[src/logic/ukw_pkg.sv]
// package: constants and types of the usb wake event logic
package ukw_pkg;
  localparam int         UKW_NPORTS       = 4;
  localparam logic [7:0] ADDR_PM_CTL_OHCI = 8'h00;
  localparam logic [7:0] ADDR_PM_CTL_EHCI = 8'h04;
  localparam logic [7:0] ADDR_PM_CAP_OHCI = 8'h08;
  localparam logic [7:0] ADDR_PM_CAP_EHCI = 8'h0C;
  localparam logic [7:0] ADDR_UNLOCK      = 8'h10;
  localparam logic [7:0] ADDR_OHCI_CTL    = 8'h14;
  localparam logic [7:0] ADDR_EHCI_WAKE   = 8'h18;
  localparam logic [7:0] ADDR_IRQ_STAT    = 8'h1C;
  localparam logic [7:0] ADDR_IRQ_MASK    = 8'h20;
  localparam logic [7:0] ADDR_STATUS      = 8'h24;
  localparam int         PS_LSB           = 0;
  localparam int         WOE_BIT          = 8;
  localparam int         WSF_BIT          = 15;
  localparam int         CAP_AUX_LSB      = 6;
  localparam int         CAP_WAKE_LSB     = 11;
  localparam int         CAP_D3C_IDX      = 4;
  localparam int         UNLOCK_BIT       = 0;
  localparam int         OC_RWE           = 0;
  localparam int         OC_DEVICE_REMOTE_WAKE_ENABLE          = 1;
  localparam int         OC_HUB_STATUS_CHANGE_INT_ENABLE          = 2;
  localparam int         OC_RD            = 3;
  localparam int         EN_CONN_LSB      = 0;
  localparam int         EN_DISC_LSB      = 8;
  localparam int         EN_OC_LSB        = 16;
  localparam int         IRQ_W            = 3;
  localparam logic [4:0] CAP_WAKE_RST     = 5'h0F;
  localparam logic [2:0] CAP_AUX_RST      = 3'h0;

  typedef enum logic [1:0] {PS_D0 = 2'h0, PS_D1 = 2'h1, PS_D3 = 2'h3, PS_D2 = 2'h2} ukw_pstate_type;
  typedef enum logic [1:0] {BUS_B0 = 2'h0, BUS_B1 = 2'h1, BUS_B3 = 2'h3, BUS_B2 = 2'h2} ukw_bus_type;

  typedef struct packed {
    logic connect;
    logic disconnect;
    logic remote_wake;
    logic overcurrent;
    logic owner_ehci;
    logic suspended;
  } ukw_port_ev_type;

  typedef struct packed {
    logic connect;
    logic disconnect;
    logic remote_wake;
    logic overcurrent;
  } ukw_port_st_type;

  typedef struct packed {
    ukw_pstate_type ps;
    logic           woe;
    logic           wsf;
    logic [4:0]     cap_wake;
    logic [2:0]     cap_aux;
  } ukw_core_type;

  typedef struct packed {
    ukw_port_ev_type [UKW_NPORTS-1:0] ev_s1;
    ukw_port_ev_type [UKW_NPORTS-1:0] ev_s2;
    logic                             main_s1;
    logic                             main_s2;
    logic                             main_prev;
    logic [1:0]                       bus_s1;
    logic [1:0]                       bus_s2;
    ukw_core_type [1:0]               core;
    logic                             unlock;
    logic [3:0]                       ohci_ctl;
    logic [UKW_NPORTS-1:0]            conn_en;
    logic [UKW_NPORTS-1:0]            disc_en;
    logic [UKW_NPORTS-1:0]            oc_en;
    logic [IRQ_W-1:0]                 irq_stat;
    logic [IRQ_W-1:0]                 irq_mask;
    logic [31:0]                      rdata;
    logic                             pm_out;
    logic                             irq_out;
  } ukw_state_type;

  localparam ukw_core_type UKW_CORE_RST = '{ps: PS_D0, woe: 1'b0, wsf: 1'b0,
                                            cap_wake: CAP_WAKE_RST, cap_aux: CAP_AUX_RST};
  localparam ukw_state_type UKW_STATE_RST = '{core: '{default: UKW_CORE_RST}, default: '0};
endpackage

[src/logic/ukw_port_wake.sv]
// leaf: wake and interrupt qualification of one root port
`timescale 1ns/1ps
module ukw_port_wake
  import ukw_pkg::*;
(
  input  wire logic            ref_clk,
  input  wire logic            srst,
  input  wire ukw_port_ev_type ev,
  input  wire logic            remote_wake_enable,
  input  wire logic            device_remote_wake_enable,
  input  wire logic            hub_status_change_int_enable,
  input  wire logic            resume_int_enable,
  input  wire logic            wake_on_connect_enable,
  input  wire logic            wake_on_disconnect_enable,
  input  wire logic            wake_on_overcurrent_enable,
  input  wire logic            in_d0,
  output logic                 ohci_wake,
  output logic                 ehci_wake,
  output logic                 ohci_int
);
  ukw_port_st_type st_reg;
  ukw_port_st_type st_next;
  logic            rise_conn;
  logic            rise_disc;
  logic            rise_rw;
  logic            rise_oc;
  logic            legacy;

  ////////////////////////////////////////////////////////////////////////
  // edge detection on the synchronised port levels
  always_comb begin
    st_next             = st_reg;
    st_next.connect     = ev.connect;
    st_next.disconnect  = ev.disconnect;
    st_next.remote_wake = ev.remote_wake;
    st_next.overcurrent = ev.overcurrent;
  end

  always_ff @(posedge ref_clk) begin
    if (srst) begin
      st_reg <= '0;
    end else begin
      st_reg <= st_next;
    end
  end

  assign rise_conn = ev.connect & ~st_reg.connect;
  assign rise_disc = ev.disconnect & ~st_reg.disconnect;
  assign rise_rw   = ev.remote_wake & ~st_reg.remote_wake;
  assign rise_oc   = ev.overcurrent & ~st_reg.overcurrent;
  assign legacy    = ~ev.owner_ehci & ev.suspended;

  ////////////////////////////////////////////////////////////////////////
  // qualification
  assign ohci_wake = legacy & remote_wake_enable &
                     (rise_rw | ((rise_conn | rise_disc) & device_remote_wake_enable));
  assign ehci_wake = ev.owner_ehci & ((rise_oc & wake_on_overcurrent_enable) |
                     (ev.suspended & (rise_rw | (rise_conn & wake_on_connect_enable) |
                     (rise_disc & wake_on_disconnect_enable))));
  assign ohci_int  = in_d0 & legacy & (rise_conn | rise_disc) &
                     (hub_status_change_int_enable | (device_remote_wake_enable & resume_int_enable));

  ////////////////////////////////////////////////////////////////////////
  // checks
  property p_legacy_conn;
    @(posedge ref_clk) disable iff (srst)
    (ohci_wake && !rise_rw) |-> (remote_wake_enable && device_remote_wake_enable && !ev.owner_ehci);
  endproperty
  a_legacy_conn: assert property (p_legacy_conn) else $error("legacy connect wake without enables");

  property p_legacy_rw;
    @(posedge ref_clk) disable iff (srst)
    (rise_rw && legacy && remote_wake_enable) |-> ohci_wake;
  endproperty
  a_legacy_rw: assert property (p_legacy_rw) else $error("legacy remote wake lost");

  property p_ehci_wake;
    @(posedge ref_clk) disable iff (srst)
    (ehci_wake && !rise_rw) |-> ((rise_conn && wake_on_connect_enable) ||
      (rise_disc && wake_on_disconnect_enable) || (rise_oc && wake_on_overcurrent_enable));
  endproperty
  a_ehci_wake: assert property (p_ehci_wake) else $error("port wake without its enable");

  property p_d0_int;
    @(posedge ref_clk) disable iff (srst)
    ohci_int |-> (in_d0 && (hub_status_change_int_enable ||
      (device_remote_wake_enable && resume_int_enable)));
  endproperty
  a_d0_int: assert property (p_d0_int) else $error("connect interrupt without enable");
endmodule

[src/logic/ukw_wake_logic.sv]
// top: usb host wake event logic with its register port
//
// Our own choices: the address map and the strobed register port.
`timescale 1ns/1ps
////////////////////////////////////////////////////////////////////////
module ukw_wake_logic
  import ukw_pkg::*;
(
  input  wire logic                            ref_clk,
  input  wire logic                            srst,
  input  wire logic [7:0]                      reg_addr,
  input  wire logic [31:0]                     reg_wdata,
  input  wire logic                            reg_wr,
  input  wire logic                            reg_rd,
  output logic [31:0]                          reg_rdata,
  input  wire logic                            main_domain_reset,
  input  wire logic [1:0]                      pci_bus_state,
  input  wire ukw_port_ev_type [UKW_NPORTS-1:0] port_ev,
  input  wire logic                            rom_load,
  input  wire logic [7:0]                      rom_cap,
  output logic                                 pm_event_out,
  output logic                                 interrupt_out
);
  ////////////////////////////////////////////////////////////////////////
  // state and helpers
  ukw_state_type         r_reg;
  ukw_state_type         r_next;
  logic [UKW_NPORTS-1:0] ohci_wake;
  logic [UKW_NPORTS-1:0] ehci_wake;
  logic [UKW_NPORTS-1:0] ohci_int;
  logic                  main_ok;
  logic                  in_d3;
  logic                  in_d0;
  logic                  wr_ok;
  logic                  rd_ok;
  logic                  restrict_int;
  logic                  ctl0_wr;
  logic                  ctl1_wr;
  logic                  cap0_wr;
  logic                  cap1_wr;
  logic [1:0]            wake_set;
  logic [IRQ_W-1:0]      irq_set;
  logic [IRQ_W-1:0]      irq_clr;
  logic [31:0]           rd_mux;

  function automatic ukw_core_type core_upd(
    input ukw_core_type c,
    input logic         ctl_wr,
    input logic         cap_wr,
    input logic         wake,
    input logic [31:0]  d,
    input logic         load,
    input logic [7:0]   rom
  );
    ukw_core_type n;
    n = c;
    if (ctl_wr) begin
      n.ps  = ukw_pstate_type'(d[PS_LSB +: 2]);
      n.woe = d[WOE_BIT];
    end
    if (load) begin
      n.cap_wake = rom[7:3];
      n.cap_aux  = rom[2:0];
    end else if (cap_wr) begin
      n.cap_wake = d[CAP_WAKE_LSB +: 5];
      n.cap_aux  = d[CAP_AUX_LSB +: 3];
    end
    n.wsf = (c.wsf & ~(ctl_wr & d[WSF_BIT])) | wake;
    return n;
  endfunction

  ////////////////////////////////////////////////////////////////////////
  // decode
  assign main_ok = r_reg.main_s2;
  assign in_d3   = (r_reg.core[0].ps == PS_D3);
  assign in_d0   = (r_reg.core[0].ps == PS_D0);
  assign wr_ok   = reg_wr & main_ok;
  assign rd_ok   = reg_rd & main_ok;
  assign ctl0_wr = wr_ok & (reg_addr == ADDR_PM_CTL_OHCI);
  assign ctl1_wr = wr_ok & (reg_addr == ADDR_PM_CTL_EHCI);
  assign cap0_wr = wr_ok & r_reg.unlock & (reg_addr == ADDR_PM_CAP_OHCI);
  assign cap1_wr = wr_ok & r_reg.unlock & (reg_addr == ADDR_PM_CAP_EHCI);
  assign wake_set = {|ehci_wake, |ohci_wake};
  assign irq_set  = {wake_set, |ohci_int};
  assign irq_clr  = (wr_ok && reg_addr == ADDR_IRQ_STAT) ? reg_wdata[IRQ_W-1:0] : '0;

  // only wake signalling while the bus is off (B3), in B1 at D1, or in B1/B2 at D2/D3
  assign restrict_int = (r_reg.bus_s2 == BUS_B3) ||
                        (r_reg.core[0].ps == PS_D1 && r_reg.bus_s2 == BUS_B1) ||
                        ((r_reg.core[0].ps == PS_D2 || in_d3) &&
                         (r_reg.bus_s2 == BUS_B1 || r_reg.bus_s2 == BUS_B2));

  ////////////////////////////////////////////////////////////////////////
  // per-port qualifiers
  genvar p;
  generate
    for (p = 0; p < UKW_NPORTS; p++) begin : g_port
      ukw_port_wake u_port (
        .ref_clk                      (ref_clk),
        .srst                         (srst),
        .ev                           (r_reg.ev_s2[p]),
        .remote_wake_enable           (r_reg.ohci_ctl[OC_RWE]),
        .device_remote_wake_enable    (r_reg.ohci_ctl[OC_DEVICE_REMOTE_WAKE_ENABLE]),
        .hub_status_change_int_enable (r_reg.ohci_ctl[OC_HUB_STATUS_CHANGE_INT_ENABLE]),
        .resume_int_enable            (r_reg.ohci_ctl[OC_RD]),
        .wake_on_connect_enable       (r_reg.conn_en[p]),
        .wake_on_disconnect_enable    (r_reg.disc_en[p]),
        .wake_on_overcurrent_enable   (r_reg.oc_en[p]),
        .in_d0                        (in_d0),
        .ohci_wake                    (ohci_wake[p]),
        .ehci_wake                    (ehci_wake[p]),
        .ohci_int                     (ohci_int[p])
      );
    end
  endgenerate

  ////////////////////////////////////////////////////////////////////////
  // read mux
  always_comb begin
    if (reg_addr == ADDR_PM_CTL_OHCI) begin
      rd_mux = {16'h0000, r_reg.core[0].wsf, 6'h00, r_reg.core[0].woe, 6'h00, r_reg.core[0].ps};
    end else if (reg_addr == ADDR_PM_CTL_EHCI) begin
      rd_mux = {16'h0000, r_reg.core[1].wsf, 6'h00, r_reg.core[1].woe, 6'h00, r_reg.core[1].ps};
    end else if (reg_addr == ADDR_PM_CAP_OHCI) begin
      rd_mux = {16'h0000, r_reg.core[0].cap_wake, 2'h0, r_reg.core[0].cap_aux, 6'h00};
    end else if (reg_addr == ADDR_PM_CAP_EHCI) begin
      rd_mux = {16'h0000, r_reg.core[1].cap_wake, 2'h0, r_reg.core[1].cap_aux, 6'h00};
    end else if (reg_addr == ADDR_UNLOCK) begin
      rd_mux = {31'h00000000, r_reg.unlock};
    end else if (reg_addr == ADDR_OHCI_CTL) begin
      rd_mux = {28'h0000000, r_reg.ohci_ctl};
    end else if (reg_addr == ADDR_EHCI_WAKE) begin
      rd_mux = {8'h00, 8'(r_reg.oc_en), 8'(r_reg.disc_en), 8'(r_reg.conn_en)};
    end else if (reg_addr == ADDR_IRQ_STAT) begin
      rd_mux = {29'h00000000, r_reg.irq_stat};
    end else if (reg_addr == ADDR_IRQ_MASK) begin
      rd_mux = {29'h00000000, r_reg.irq_mask};
    end else if (reg_addr == ADDR_STATUS) begin
      rd_mux = {28'h0000000, r_reg.pm_out, r_reg.bus_s2, r_reg.main_s2};
    end else begin
      rd_mux = 32'h00000000;
    end
  end

  ////////////////////////////////////////////////////////////////////////
  // next state
  always_comb begin
    r_next = r_reg;
    // sticky wake flags, set beats clear
    r_next.core[0] = core_upd(r_reg.core[0], ctl0_wr, cap0_wr, wake_set[0],
                              reg_wdata, rom_load, rom_cap);
    r_next.core[1] = core_upd(r_reg.core[1], ctl1_wr, cap1_wr, wake_set[1],
                              reg_wdata, rom_load, rom_cap);
    // main reset rising edge brings D3 back to D0
    if (main_ok && !r_reg.main_prev && in_d3) begin
      r_next.core[0].ps = PS_D0;
      r_next.core[1].ps = PS_D0;
    end
    if (wr_ok) begin
      if (reg_addr == ADDR_UNLOCK) begin
        r_next.unlock = reg_wdata[UNLOCK_BIT];
      end else if (reg_addr == ADDR_OHCI_CTL) begin
        r_next.ohci_ctl = reg_wdata[OC_RD:OC_RWE];
      end else if (reg_addr == ADDR_EHCI_WAKE) begin
        r_next.conn_en = reg_wdata[EN_CONN_LSB +: UKW_NPORTS];
        r_next.disc_en = reg_wdata[EN_DISC_LSB +: UKW_NPORTS];
        r_next.oc_en   = reg_wdata[EN_OC_LSB +: UKW_NPORTS];
      end else if (reg_addr == ADDR_IRQ_MASK) begin
        r_next.irq_mask = reg_wdata[IRQ_W-1:0];
      end
    end
    r_next.irq_stat = (r_reg.irq_stat & ~irq_clr) | irq_set;
    // event output: flag gated by its enable, no bus clock involved
    r_next.pm_out = (r_reg.core[0].wsf & r_reg.core[0].woe) |
                    (r_reg.core[1].wsf & r_reg.core[1].woe);
    r_next.irq_out = (|(r_reg.irq_stat & r_reg.irq_mask)) & ~restrict_int;
    r_next.rdata = rd_ok ? rd_mux : 32'h00000000;
    // main reset low outside D3 clears the device, D3 retains
    if (!main_ok && !in_d3) begin
      r_next = UKW_STATE_RST;
    end
    // synchronisers always run
    r_next.ev_s1     = port_ev;
    r_next.ev_s2     = r_reg.ev_s1;
    r_next.main_s1   = main_domain_reset;
    r_next.main_s2   = r_reg.main_s1;
    r_next.main_prev = r_reg.main_s2;
    r_next.bus_s1    = pci_bus_state;
    r_next.bus_s2    = r_reg.bus_s1;
  end

  always_ff @(posedge ref_clk) begin
    if (srst) begin
      r_reg <= UKW_STATE_RST;
    end else begin
      r_reg <= r_next;
    end
  end

  assign reg_rdata     = r_reg.rdata;
  assign pm_event_out  = r_reg.pm_out;
  assign interrupt_out = r_reg.irq_out;

  ////////////////////////////////////////////////////////////////////////
  // checks
  property p_out_or;
    @(posedge ref_clk) disable iff (srst)
    (((r_reg.core[0].wsf && r_reg.core[0].woe) || (r_reg.core[1].wsf && r_reg.core[1].woe)) &&
     (main_ok || in_d3)) |=> pm_event_out;
  endproperty
  a_out_or: assert property (p_out_or) else $error("event output missing");

  property p_out_gate;
    @(posedge ref_clk) disable iff (srst)
    (!(r_reg.core[0].wsf && r_reg.core[0].woe) && !(r_reg.core[1].wsf && r_reg.core[1].woe))
    |=> !pm_event_out;
  endproperty
  a_out_gate: assert property (p_out_gate) else $error("event output without enabled flag");

  property p_sticky;
    @(posedge ref_clk) disable iff (srst)
    (r_reg.core[0].wsf && !(ctl0_wr && reg_wdata[WSF_BIT]) && (main_ok || in_d3))
    |=> r_reg.core[0].wsf;
  endproperty
  a_sticky: assert property (p_sticky) else $error("wake flag dropped");

  property p_cap_rst;
    @(posedge ref_clk) disable iff (srst)
    $fell(srst) |-> (!r_reg.core[0].cap_wake[CAP_D3C_IDX] && !r_reg.core[1].cap_wake[CAP_D3C_IDX]);
  endproperty
  a_cap_rst: assert property (p_cap_rst) else $error("cold wake advertised at reset");

  property p_cap_lock;
    @(posedge ref_clk) disable iff (srst)
    (reg_wr && main_ok && !r_reg.unlock && !rom_load && reg_addr == ADDR_PM_CAP_OHCI)
    |=> ($stable(r_reg.core[0].cap_wake) && $stable(r_reg.core[0].cap_aux));
  endproperty
  a_cap_lock: assert property (p_cap_lock) else $error("locked capability changed");

  property p_retain;
    @(posedge ref_clk) disable iff (srst)
    (!main_ok && in_d3 && !rom_load) |=> (r_reg.core[0].ps == PS_D3 &&
      $stable(r_reg.core[0].cap_wake) && $stable(r_reg.core[0].woe) && $stable(r_reg.conn_en));
  endproperty
  a_retain: assert property (p_retain) else $error("registers lost in D3");

  property p_full_rst;
    @(posedge ref_clk) disable iff (srst)
    (!main_ok && !in_d3) |=> (r_reg.core[0].ps == PS_D0 && !r_reg.unlock &&
      r_reg.irq_mask == '0 && !pm_event_out ##1 !interrupt_out);
  endproperty
  a_full_rst: assert property (p_full_rst) else $error("main reset did not clear");

  property p_bus_wr;
    @(posedge ref_clk) disable iff (srst)
    (reg_wr && !main_ok && in_d3) |=> ($stable(r_reg.ohci_ctl) && $stable(r_reg.irq_mask));
  endproperty
  a_bus_wr: assert property (p_bus_wr) else $error("write taken while bus gated");

  property p_bus_rd;
    @(posedge ref_clk) disable iff (srst)
    (reg_rd && !main_ok) |=> (reg_rdata == 32'h00000000);
  endproperty
  a_bus_rd: assert property (p_bus_rd) else $error("read answered while bus gated");

  property p_wake_d0;
    @(posedge ref_clk) disable iff (srst)
    (main_ok && !r_reg.main_prev && in_d3) |=>
      (r_reg.core[0].ps == PS_D0 && r_reg.core[1].ps == PS_D0);
  endproperty
  a_wake_d0: assert property (p_wake_d0) else $error("no D0 after main reset rise");

  property p_restrict;
    @(posedge ref_clk) disable iff (srst)
    restrict_int |=> !interrupt_out;
  endproperty
  a_restrict: assert property (p_restrict) else $error("interrupt in restricted bus state");

  property p_sticky_ehci;
    @(posedge ref_clk) disable iff (srst)
    (r_reg.core[1].wsf && !(ctl1_wr && reg_wdata[WSF_BIT]) && (main_ok || in_d3)) |=> r_reg.core[1].wsf;
  endproperty
  a_sticky_ehci: assert property (p_sticky_ehci) else $error("modern wake flag dropped");

  property p_flag_ohci;
    @(posedge ref_clk) disable iff (srst)
    (wake_set[0] && (main_ok || in_d3)) |=> r_reg.core[0].wsf;
  endproperty
  a_flag_ohci: assert property (p_flag_ohci) else $error("legacy wake not flagged");

  property p_flag_ehci;
    @(posedge ref_clk) disable iff (srst)
    (wake_set[1] && (main_ok || in_d3)) |=> r_reg.core[1].wsf;
  endproperty
  a_flag_ehci: assert property (p_flag_ehci) else $error("modern wake not flagged");

  property p_irq_out;
    @(posedge ref_clk) disable iff (srst)
    ((|(r_reg.irq_stat & r_reg.irq_mask)) && !restrict_int && (main_ok || in_d3)) |=> interrupt_out;
  endproperty
  a_irq_out: assert property (p_irq_out) else $error("enabled interrupt missing");

  property p_irq_legacy;
    @(posedge ref_clk) disable iff (srst)
    ((|ohci_int) && (main_ok || in_d3)) |=> r_reg.irq_stat[0];
  endproperty
  a_irq_legacy: assert property (p_irq_legacy) else $error("legacy connect interrupt not latched");

  property p_rd_idle;
    @(posedge ref_clk) disable iff (srst)
    !rd_ok |=> (reg_rdata == 32'h00000000);
  endproperty
  a_rd_idle: assert property (p_rd_idle) else $error("read data outside answer cycle");

  property p_d3_out;
    @(posedge ref_clk) disable iff (srst)
    (!main_ok && in_d3 && r_reg.core[0].wsf && r_reg.core[0].woe) |=> pm_event_out;
  endproperty
  a_d3_out: assert property (p_d3_out) else $error("event output lost without bus");

  property p_d3_keep;
    @(posedge ref_clk) disable iff (srst)
    (!main_ok && in_d3) |=> (r_reg.core[1].ps == PS_D3 && $stable(r_reg.ohci_ctl) && $stable(r_reg.irq_mask));
  endproperty
  a_d3_keep: assert property (p_d3_keep) else $error("control lost in D3");
endmodule

[config.mk]
export PLATFORM = sky130hd
export DESIGN_NAME = ukw_wake_logic
export DESIGN_NICKNAME = d
export VERILOG_FILES = /design/src/logic/ukw_pkg.sv /design/src/logic/ukw_port_wake.sv /design/src/logic/ukw_wake_logic.sv
export SDC_FILE = /design/constraint.sdc
export NUM_CORES = 1
export LEC_CHECK = 0
export BUFFER_PORTS_ARGS = -buffer_cell sky130_fd_sc_hd__buf_2
export CAP_MARGIN = 20
export CORE_ASPECT_RATIO = 2
export CORE_UTILIZATION = 30
export DETAILED_ROUTE_END_ITERATION = 6
export PLACE_DENSITY_LB_ADDON = 0.25
export SLEW_MARGIN = 30
export SYNTH_ARGS = -nofsm -noshare
export SYNTH_HDL_FRONTEND = slang
export SYNTH_SLANG_ARGS = --single-unit
[constraint.sdc]
create_clock -name ref_clk -period 2.56 [get_ports ref_clk]
set_input_delay 0.512 -clock ref_clk [delete_from_list [all_inputs] [get_ports ref_clk]]
set_output_delay 0.512 -clock ref_clk [all_outputs]
set_load 0.1 [all_outputs]
# After elaboration in Yosys (flattened, before gate mapping)
# Cells that the tools add are included.
# classes
multipliers	0
shift	0
div_mod_pow	0
n_reduce_logical	32
mux	15
n_lt_le_gt_ge	0
n_bitwise	134
n_addsub	0
eq_ne	15
# ops
op	count
$mux W16	6
$and A1 B1 Y1	79
$eq A8 B5 Y1 const B	4
$mux W8	4
$not A1 Y1	27
$or A1 B1 Y1	24
$mux W20	1
$eq A8 B4 Y1 const B	2
$eq A8 B6 Y1 const B	2
$mux W4	3
$reduce_or A12 Y1	1
$reduce_or A4 Y1	3
$reduce_or A3 Y1	3
$reduce_or A9 Y1	1
$eq A2 B2 Y1 const B	4
$eq A8 B3 Y1 const B	1
$logic_not A8 Y1	1
$reduce_or A8 Y1	1
$and A3 B3 Y3	2
$logic_and A1 B1 Y1	6
$reduce_and A5 Y1	1
$reduce_or A5 Y1	1
$eq A2 B1 Y1 const B	2
$logic_or A1 B1 Y1	4
10 further kinds	13
# totals
mem_bits_ro	0
reg_bits	152
latch_bits	0
out_inout_bits	34
memories	0
ramBits	0

# Depth between registers and ports, before layout
# Gate-level depths: netlist of run 1.
# logic_depth
word_depth	11
mapped_depth	6
mapped_depth_nobuf	5

# By module
# From an unflattened synthesis of run 1, not the netlist that was laid out.
# hier_totals
hier_cells	589
area_unflattened_um2	5676.7
# by_module_without_submodules
mod	cells_per_inst	n_inst	area_per_inst_um2
ukw_wake_logic	493	1	4855.9
ukw_port_wake	24	4	205.2

# Worst setup path after synthesis of run 1
# OpenSTA, ideal clock, no wires.
# synth_path
path_type	input -> register
startpoint	in reg_addr[5]
endpoint	reg r_reg[40] in the netlist's numbering
cell_stages	5
path_buffers	1
slack_ps	844
setup_time_ps	128
arrival_time_ps	1588
cell_sequence	nor4b_4 -> nand4_2 -> buf_4 -> mux2i_1 -> nor2_1
# synth_via
elab_chain_cells	3
# synth_rtl
item	line	source
from (decl)	ukw_wake_logic.sv:11	input wire logic [7:0] reg_addr,
$eq A8 B5 Y1, on equally long branches	ukw_wake_logic.sv:162, ukw_wake_logic.sv:160	
$not A1 Y1 (no line)	-	
$reduce_and A4 Y1 (no line) *	-	
to (signal assigned)	ukw_wake_logic.sv:196	r_reg <= r_next;
to (decl)	ukw_wake_logic.sv:26	ukw_state_type r_reg;
# Mark *: on every way between the ends. The rest lies on a longest branch, timed or not.
# A chain may end at the register's enable or synchronous reset.

# Worst setup path after layout of run 1
# layout_path
startpoint	reg r_reg, in the netlist main_ok
endpoint	reg r_reg[43] in the netlist's numbering
# layout_via
elab_chain_cells	3
# layout_rtl
item	line	source
$logic_not A1 Y1	ukw_wake_logic.sv:179	if (!main_ok && !in_d3) begin
$logic_and A1 B1 Y1	ukw_wake_logic.sv:179	
$reduce_or A2 Y1 (no line)	-	
# Several ways; a longest one is shown, not always the timed one.

==> results of run 1 <==
## path summary, 6_finish.rpt
check	start	end	slack, ns	cells after the start
worst max-delay path	main_ok	r_reg[43]	0.47	4
worst max register to register	main_ok	r_reg[43]	0.47	4
worst min register to register	r_next[93]	r_reg[93]	0.43	1
worst min-delay path	port_ev[1]	r_next[89]	0.31	2
## power by group through the flow
stage,registers [mW],logic [mW],clock network (mW)
6_report,2.22,0.308,2.56
5_1_grt,2.22,0.332,2.73
4_1_cts,2.22,0.310,2.63
3_5_place_dp,2.26,0.310,0
3_3_place_gp,2.26,0.307,0
2_1_floorplan,2.26,0.225,0
## worst max-delay path, cell delays in order, from the launching register on
cell,delay [ns]
dfxtp_1,0.51
and2_0,0.46
nand4_2,0.58
mux2i_1,0.34
nor2_1,0.06
## synthesized netlist by cell type (3+ instances only)
cell	number
dfxtp_1	138
a31oi_1	8
clkbuf_1	18
mux2i_1	42
nand3b_1	13
nand2b_1	17
buf_2	5
nand2_1	5
nor3_1	7
inv_1	14
nand4_1	5
nand3_1	12
a21oi_1	27
mux2_2	4
nor2_1	43
and2_1	8
buf_4	33
o221ai_1	6
o21ai_0	13
nor2b_1	72
o2111ai_1	3
o22ai_1	5
## kinds of logic after synthesis
| group | synth area share |
|---|---|
| simple gates | 0.226 |
| flops | 0.510 |
| compound gates | 0.0950 |
| buf+inv | 0.0732 |
| mux | 0.0901 |
| fa+ha+maj | 0.00462 |
| other cells | 0.000692 |
## metal layers
| metal | GRT usage | up-vias | routed length (um) |
|---|---|---|---|
| li1 | - | 1965 | - |
| met1 | 0.122 | 1822 | 4330 |
| met2 | 0.298 | 116 | 7710 |
| met3 | 0.0378 | 40 | 499 |
| met4 | 0.129 | 0 | 921 |
| met5 | 0 | - | 0 |
## area by class of cell
cell class	instances	area (um2)	share of cell area
Timing Repair Buffer	96	508	0.0779
Sequential cell	138	2760	0.424
Clock buffer	19	453	0.0694
Clock inverter	11	171	0.0263
Multi-Input combinational cell	347	2300	0.353
Tap cell	213	267	0.0409
Inverter	15	56.3	0.00863
## metrics by stage
| stage | setup WS [ns] | util | instance area, um2 |
|---|---|---|---|
| floorplan | 0.844 | - | 5460 |
| global placement | 0.276 | 0.333 | 5900 |
| detailed placement | 0.218 | 0.333 | 5900 |
| CTS | 0.447 | 0.369 | 6520 |
| global route | 0.330 | 0.369 | 6520 |
| finish | 0.474 | 0.369 | 6520 |
==> impl_results.md, run 1 <==
- Status: complete, no violations
- VDD IR max: 461 uV
- FP Rows: between 60 and 70
- Die area: 0.0186 mm2
- I/O Buffers: 85
- IO Pins: 114
- Largest net degree at the start of global routing: 71
- Core area: 0.0177 mm2
- WP data required: 2.84 ns
- Initial antenna violation count: 0
- Logic gate share of total power: 0.060
- Worst hold path class: primary input to register
- Routed WL: 13.5 mm
- Leading cell type in the layout, fill and taps excluded: dfxtp_1
- Syn_area_per_cell: ~10 um2
- Routed vias/inst: 4.70
- CP endpoint kind: register
- Post_cts resized: 0
- Routed Antenna Nets: 0
- Leakage: 2.80 nW
- Mapped Cells: 543
- Number of post-CTS setup repair buffers: 0
- Int Pwr: 3.97 mW
- Max_slew headroom: 0.522
- Drt drc: 0
- Sequential-to-total area share from yosys stat: 0.510
- Max cap viols: 0
- Slew Limit Fails: 0
- H-tree levels: 4
- Hold slack final: 0.305 ns
- Yosys warning count: 0
- CP Max Fanout: 12
- # diodes: 0
- Setup crit start kind: register
- Max Root-Sink Buffers: 2
- Die height: 192 um
- Fin cells: approximately 840
- Clk sink count: 138
- Post-Route Setup TNS: 0 ns
- CTS tree: done
- Classification of the worst setup path: register to register
- Sw Pwr: 1.12 mW
- Crit share post-route: 0.815
- Num CTS Buffers: 17
- Synth area leaders: dfxtp_1 (51%), nor2b_1 (8.3%), mux2i_1 (7.8%), buf_4 (4.6%), nor2_1 (3.0%)
- Starting Density: 0.306
- Largest register FFs: 74
- CTS clk-pin slew, worst paths: 0.06 ns
- Switching part of the total: 0.220
- Final hold viol count: 0
- Hold Buf Count CTS: 0
- Die width: 97 um
- Asr flop ratio synth: 0
- Count of different cell masters after synthesis: 56
- Post-route minimum period: around 2.1 ns
- Placed Cells: 809
- Post-synth EDFFs: 0
- GR Overflow Total: 0
- Total number of vias: 3943
- DR pass1 iterations: 4
- Drt first-iter violations: 140
- HPWL after DPL: around 10 mm
- Largest area contributor in the netlist: dfxtp_1
- Pwr Total: 5.09 mW
- Most used DFF post-synth: dfxtp_1
- Total GRT Usage: 0.152
- Critical path data arrival time: 2.37 ns
- Latest clock arrival within the worst-skew pair: approximately 0.41 ns
- Power share of the sequential group: 0.436
- Worst slew pin tran: 0.714 ns
- Setup-failing EPs final: 0
- Fmax: 479 MHz
- Number of global-route vias before repair: about 4100
- Clk root buf: clkbuf_16
- Post-synth top area share: 0.510
- RSZ-0062 raised after global routing: false
- WL/cell: between 15 and 20 um
- Most frequent cells in the layout: dfxtp_1 (138), buf_2 (85), nor2b_1 (72), nor2_1 (43), mux2i_1 (42)
- Netlist Area Pre-Place: around 0.0054 mm2
- Gpl congestion: 0.879
- Fillers: ~1800
- Clock network fraction of total power: 0.504
- Area Overhead vs Synth: 20.4%
- Global-route wire length before repair: ~21 mm
- Synth Register Bits: roughly 140
- Power density cells: 780 mW/mm2
- Fin nets: 697
- Share of cells above drive strength 1: 0.225
- Final Skew: 0.00631 ns
No activity file was read; power rests on OpenSTA's default activity.
==> run 2, diff against run 1 <==
==> constraint.sdc (replaced) <==
create_clock -name ref_clk -period 1.9 [get_ports ref_clk]
set_input_delay 0.38 -clock ref_clk [delete_from_list [all_inputs] [get_ports ref_clk]]
set_output_delay 0.38 -clock ref_clk [all_outputs]
set_load 0.1 [all_outputs]
==> impl_results.md, run 2 (same netlist as run 1, synthesis figures left out) <==
- Core Util, Final: 0.377 (+0.00848)
- Hold path depth: 2 (unchanged)
- WL/cell: 15.6 um (-2.8%)
- Post-route minimum period: 1.77 ns (-0.312 ns)
- Gpl congestion: 0.825 (-6.1%)
- Leading cell type in the layout, fill and taps excluded: dfxtp_1
- Crit path launch: main_ok
- CP endpoint kind: register
- H-tree levels: 4 (unchanged)
- Crit share post-route: 0.934 (+0.119)
- Global-route wire length before repair: 20.5 mm (-2.8%)
- FP Rows: 69 (unchanged)
- Initial antenna violation count: 0 (unchanged)
- Post_cts resized: 0 (unchanged)
- Classification of the worst setup path: register to register
- Total GRT Usage: 0.147 (-0.00471)
- Largest register FFs: 74 (unchanged)
- R2R Path Start: main_ok
- Status: complete, no violations
- Setup-failing EPs final: 0 (unchanged)
- Register area: 0.00276 mm2 (unchanged)
- Clk sink count: 138 (unchanged)
- Hold Path Origin: port_ev[14]
- Max_slew headroom: 0.548 (+0.0259)
- Drt first-iter violations: 80 (-43%)
- Most frequent cells in the layout: dfxtp_1 (138), buf_2 (85), nor2b_1 (72), nor2_1 (43), mux2i_1 (42)
- Multi-input logic area: 0.00230 mm2 (unchanged)
- CP Max Fanout: 7 (-5)
- Starting Density: 0.306 (unchanged)
- I/O Buffers: 85 (unchanged)
- Pre-CTS setup slack: 0.0442 ns (-0.173 ns)
- Core area: 0.0177 mm2 (unchanged)
- CTS tree: done
- Post-Route Setup TNS: 0 ns (unchanged)
- GR peak layer: met2
- Number of global-route vias before repair: 4082 (-1.1%)
- Fillers: 1774 (-1.9%)
- Dpl cell area: 0.00603 mm2 (+2.3%)
- Setup WS post-layout: 0.126 ns (-0.348 ns)
- M2 GR Usage: 0.280 (-0.0187)
- Share of cells above drive strength 1: 0.246 (+0.0209)
- Critical path data arrival time: 2.07 ns (-0.30 ns)
- Die height: 192 um (unchanged)
- GR Overflow Total: 0 (unchanged)
- CTS clk-pin slew, worst paths: 0.06 ns (about the same)
- Largest stage delay on the critical path: 0.55 ns (-0.03 ns)
- Max cap viols: 0 (unchanged)
- Die width: 97 um (unchanged)
- Routed WL: 13.4 mm (-0.48%)
- WP data required: 2.20 ns (-0.64 ns)
- Worst path slowest cell: dfxtp_1
- # diodes: 0 (unchanged)
- Worst slew pin tran: 0.678 ns (-0.0362 ns)
- Die area: 0.0186 mm2 (unchanged)
- CP top delay family: simple AND/OR/NAND/NOR gates
- Clk root buf: clkbuf_16
- Leakage: 2.89 nW (+3.2%)
- Fmax: 564 MHz (+18%)
- Design Area, Final: 0.00667 mm2 (+2.3%)
- Worst Hold End: r_next[102]
- Cells along the critical path: and2_0 > nand3_1 > buf_4 > mux2i_1 > nor2_1
- Setup crit start kind: register
- Final hold viol count: 0 (unchanged)
- VDD IR max: 636 uV (+38%)
- Largest net degree at the start of global routing: 71 (unchanged)
- Reg2reg path depth: 5 (+1)
- Power density cells: 1040 mW/mm2 (+33%)
- Register-to-Register Setup Slack: 0.13 ns (-0.35 ns)
- Max Root-Sink Buffers: 2 (unchanged)
- Fin nets: 715 (+2.6%)
- Num CTS Buffers: 17 (unchanged)
- Routed vias/inst: 4.68 (-0.50%)
- Met3 usage: 0.0397 (+0.00182)
- Hold Buf Count CTS: 0 (unchanged)
- Number of post-CTS setup repair buffers: 0 (unchanged)
- IO Pins: 114 (unchanged)
- Grt met1 use: 0.121 (-0.00132)
- Worst hold path class: primary input to register
- Crit path buffers/inverters: 1 (+1)
- Drt drc: 0 (unchanged)
- Area Overhead vs Synth: 23.2%
- Final Skew: 0.0112 ns (+0.00487 ns)
- DR pass1 iterations: 4 (unchanged)
- Latest clock arrival within the worst-skew pair: 0.41 ns (about the same)
- Slew Limit Fails: 0 (unchanged)
- Total number of vias: 4017 (+1.9%)
- Routed Antenna Nets: 0 (unchanged)
- HPWL after DPL: 10.4 mm (-0.53%)
- RSZ-0062 raised after global routing: false
- Reg2Reg Capture Point: r_reg[67]
==> run 2: how the worst max path moves through the flow <==
stage / endpoint / depth (start not counted) / slack, ns
2_1_floorplan: r_reg[40] / 5 / 0.32
3_3_place_gp: reg_rdata[10] / 7 / 0.03
3_5_place_dp: reg_rdata[10] / 7 / 0.04
4_1_cts: r_reg[67] / 5 / 0.14
5_1_grt: r_reg[41] / 5 / 0.05
6_report: r_reg[67] / 5 / 0.13
==> run 2: worst register-to-register path: stages, from the launching register on <==
cell,delay [ns]
dfxtp_1,0.55
and2_0,0.48
nand3_1,0.22
buf_4,0.21
mux2i_1,0.15
nor2_1,0.06
==> run 2: power breakdown <==
part           switching (mW)  internal (mW)
combinational           0.284          0.143
clock                    1.20           2.30
sequential             0.0252           2.96
==> run 2: area by class of cell <==
type / instances / share of cell area
inverters: 15 / 0.00844
clock inverters: 10 / 0.0248
multi-input cells: 347 / 0.345
well taps: 213 / 0.0399
repair buffers: 114 / 0.0964
flip-flops and latches: 138 / 0.414
clock buffers: 22 / 0.0711
==> run 2: layer usage <==
layer | vias up | wire length (um)
li1 | 2003 | -
met5 | - | 0
met1 | 1849 | 4420
met4 | 0 | 1060
met2 | 119 | 7390
met3 | 46 | 530
==> run 2: per-stage QoR <==
stage | total power [mW] | hold slack (ns) | cells
6_report | 6.92 | 0.174 | 859
5_1_grt | 7.17 | 0.162 | 859
4_1_cts | 7.01 | 0.155 | 859
3_5_place_dp | 3.48 | 0.420 | 827
3_3_place_gp | 3.48 | 0.421 | 827
2_1_floorplan | 3.34 | 0.414 | 556
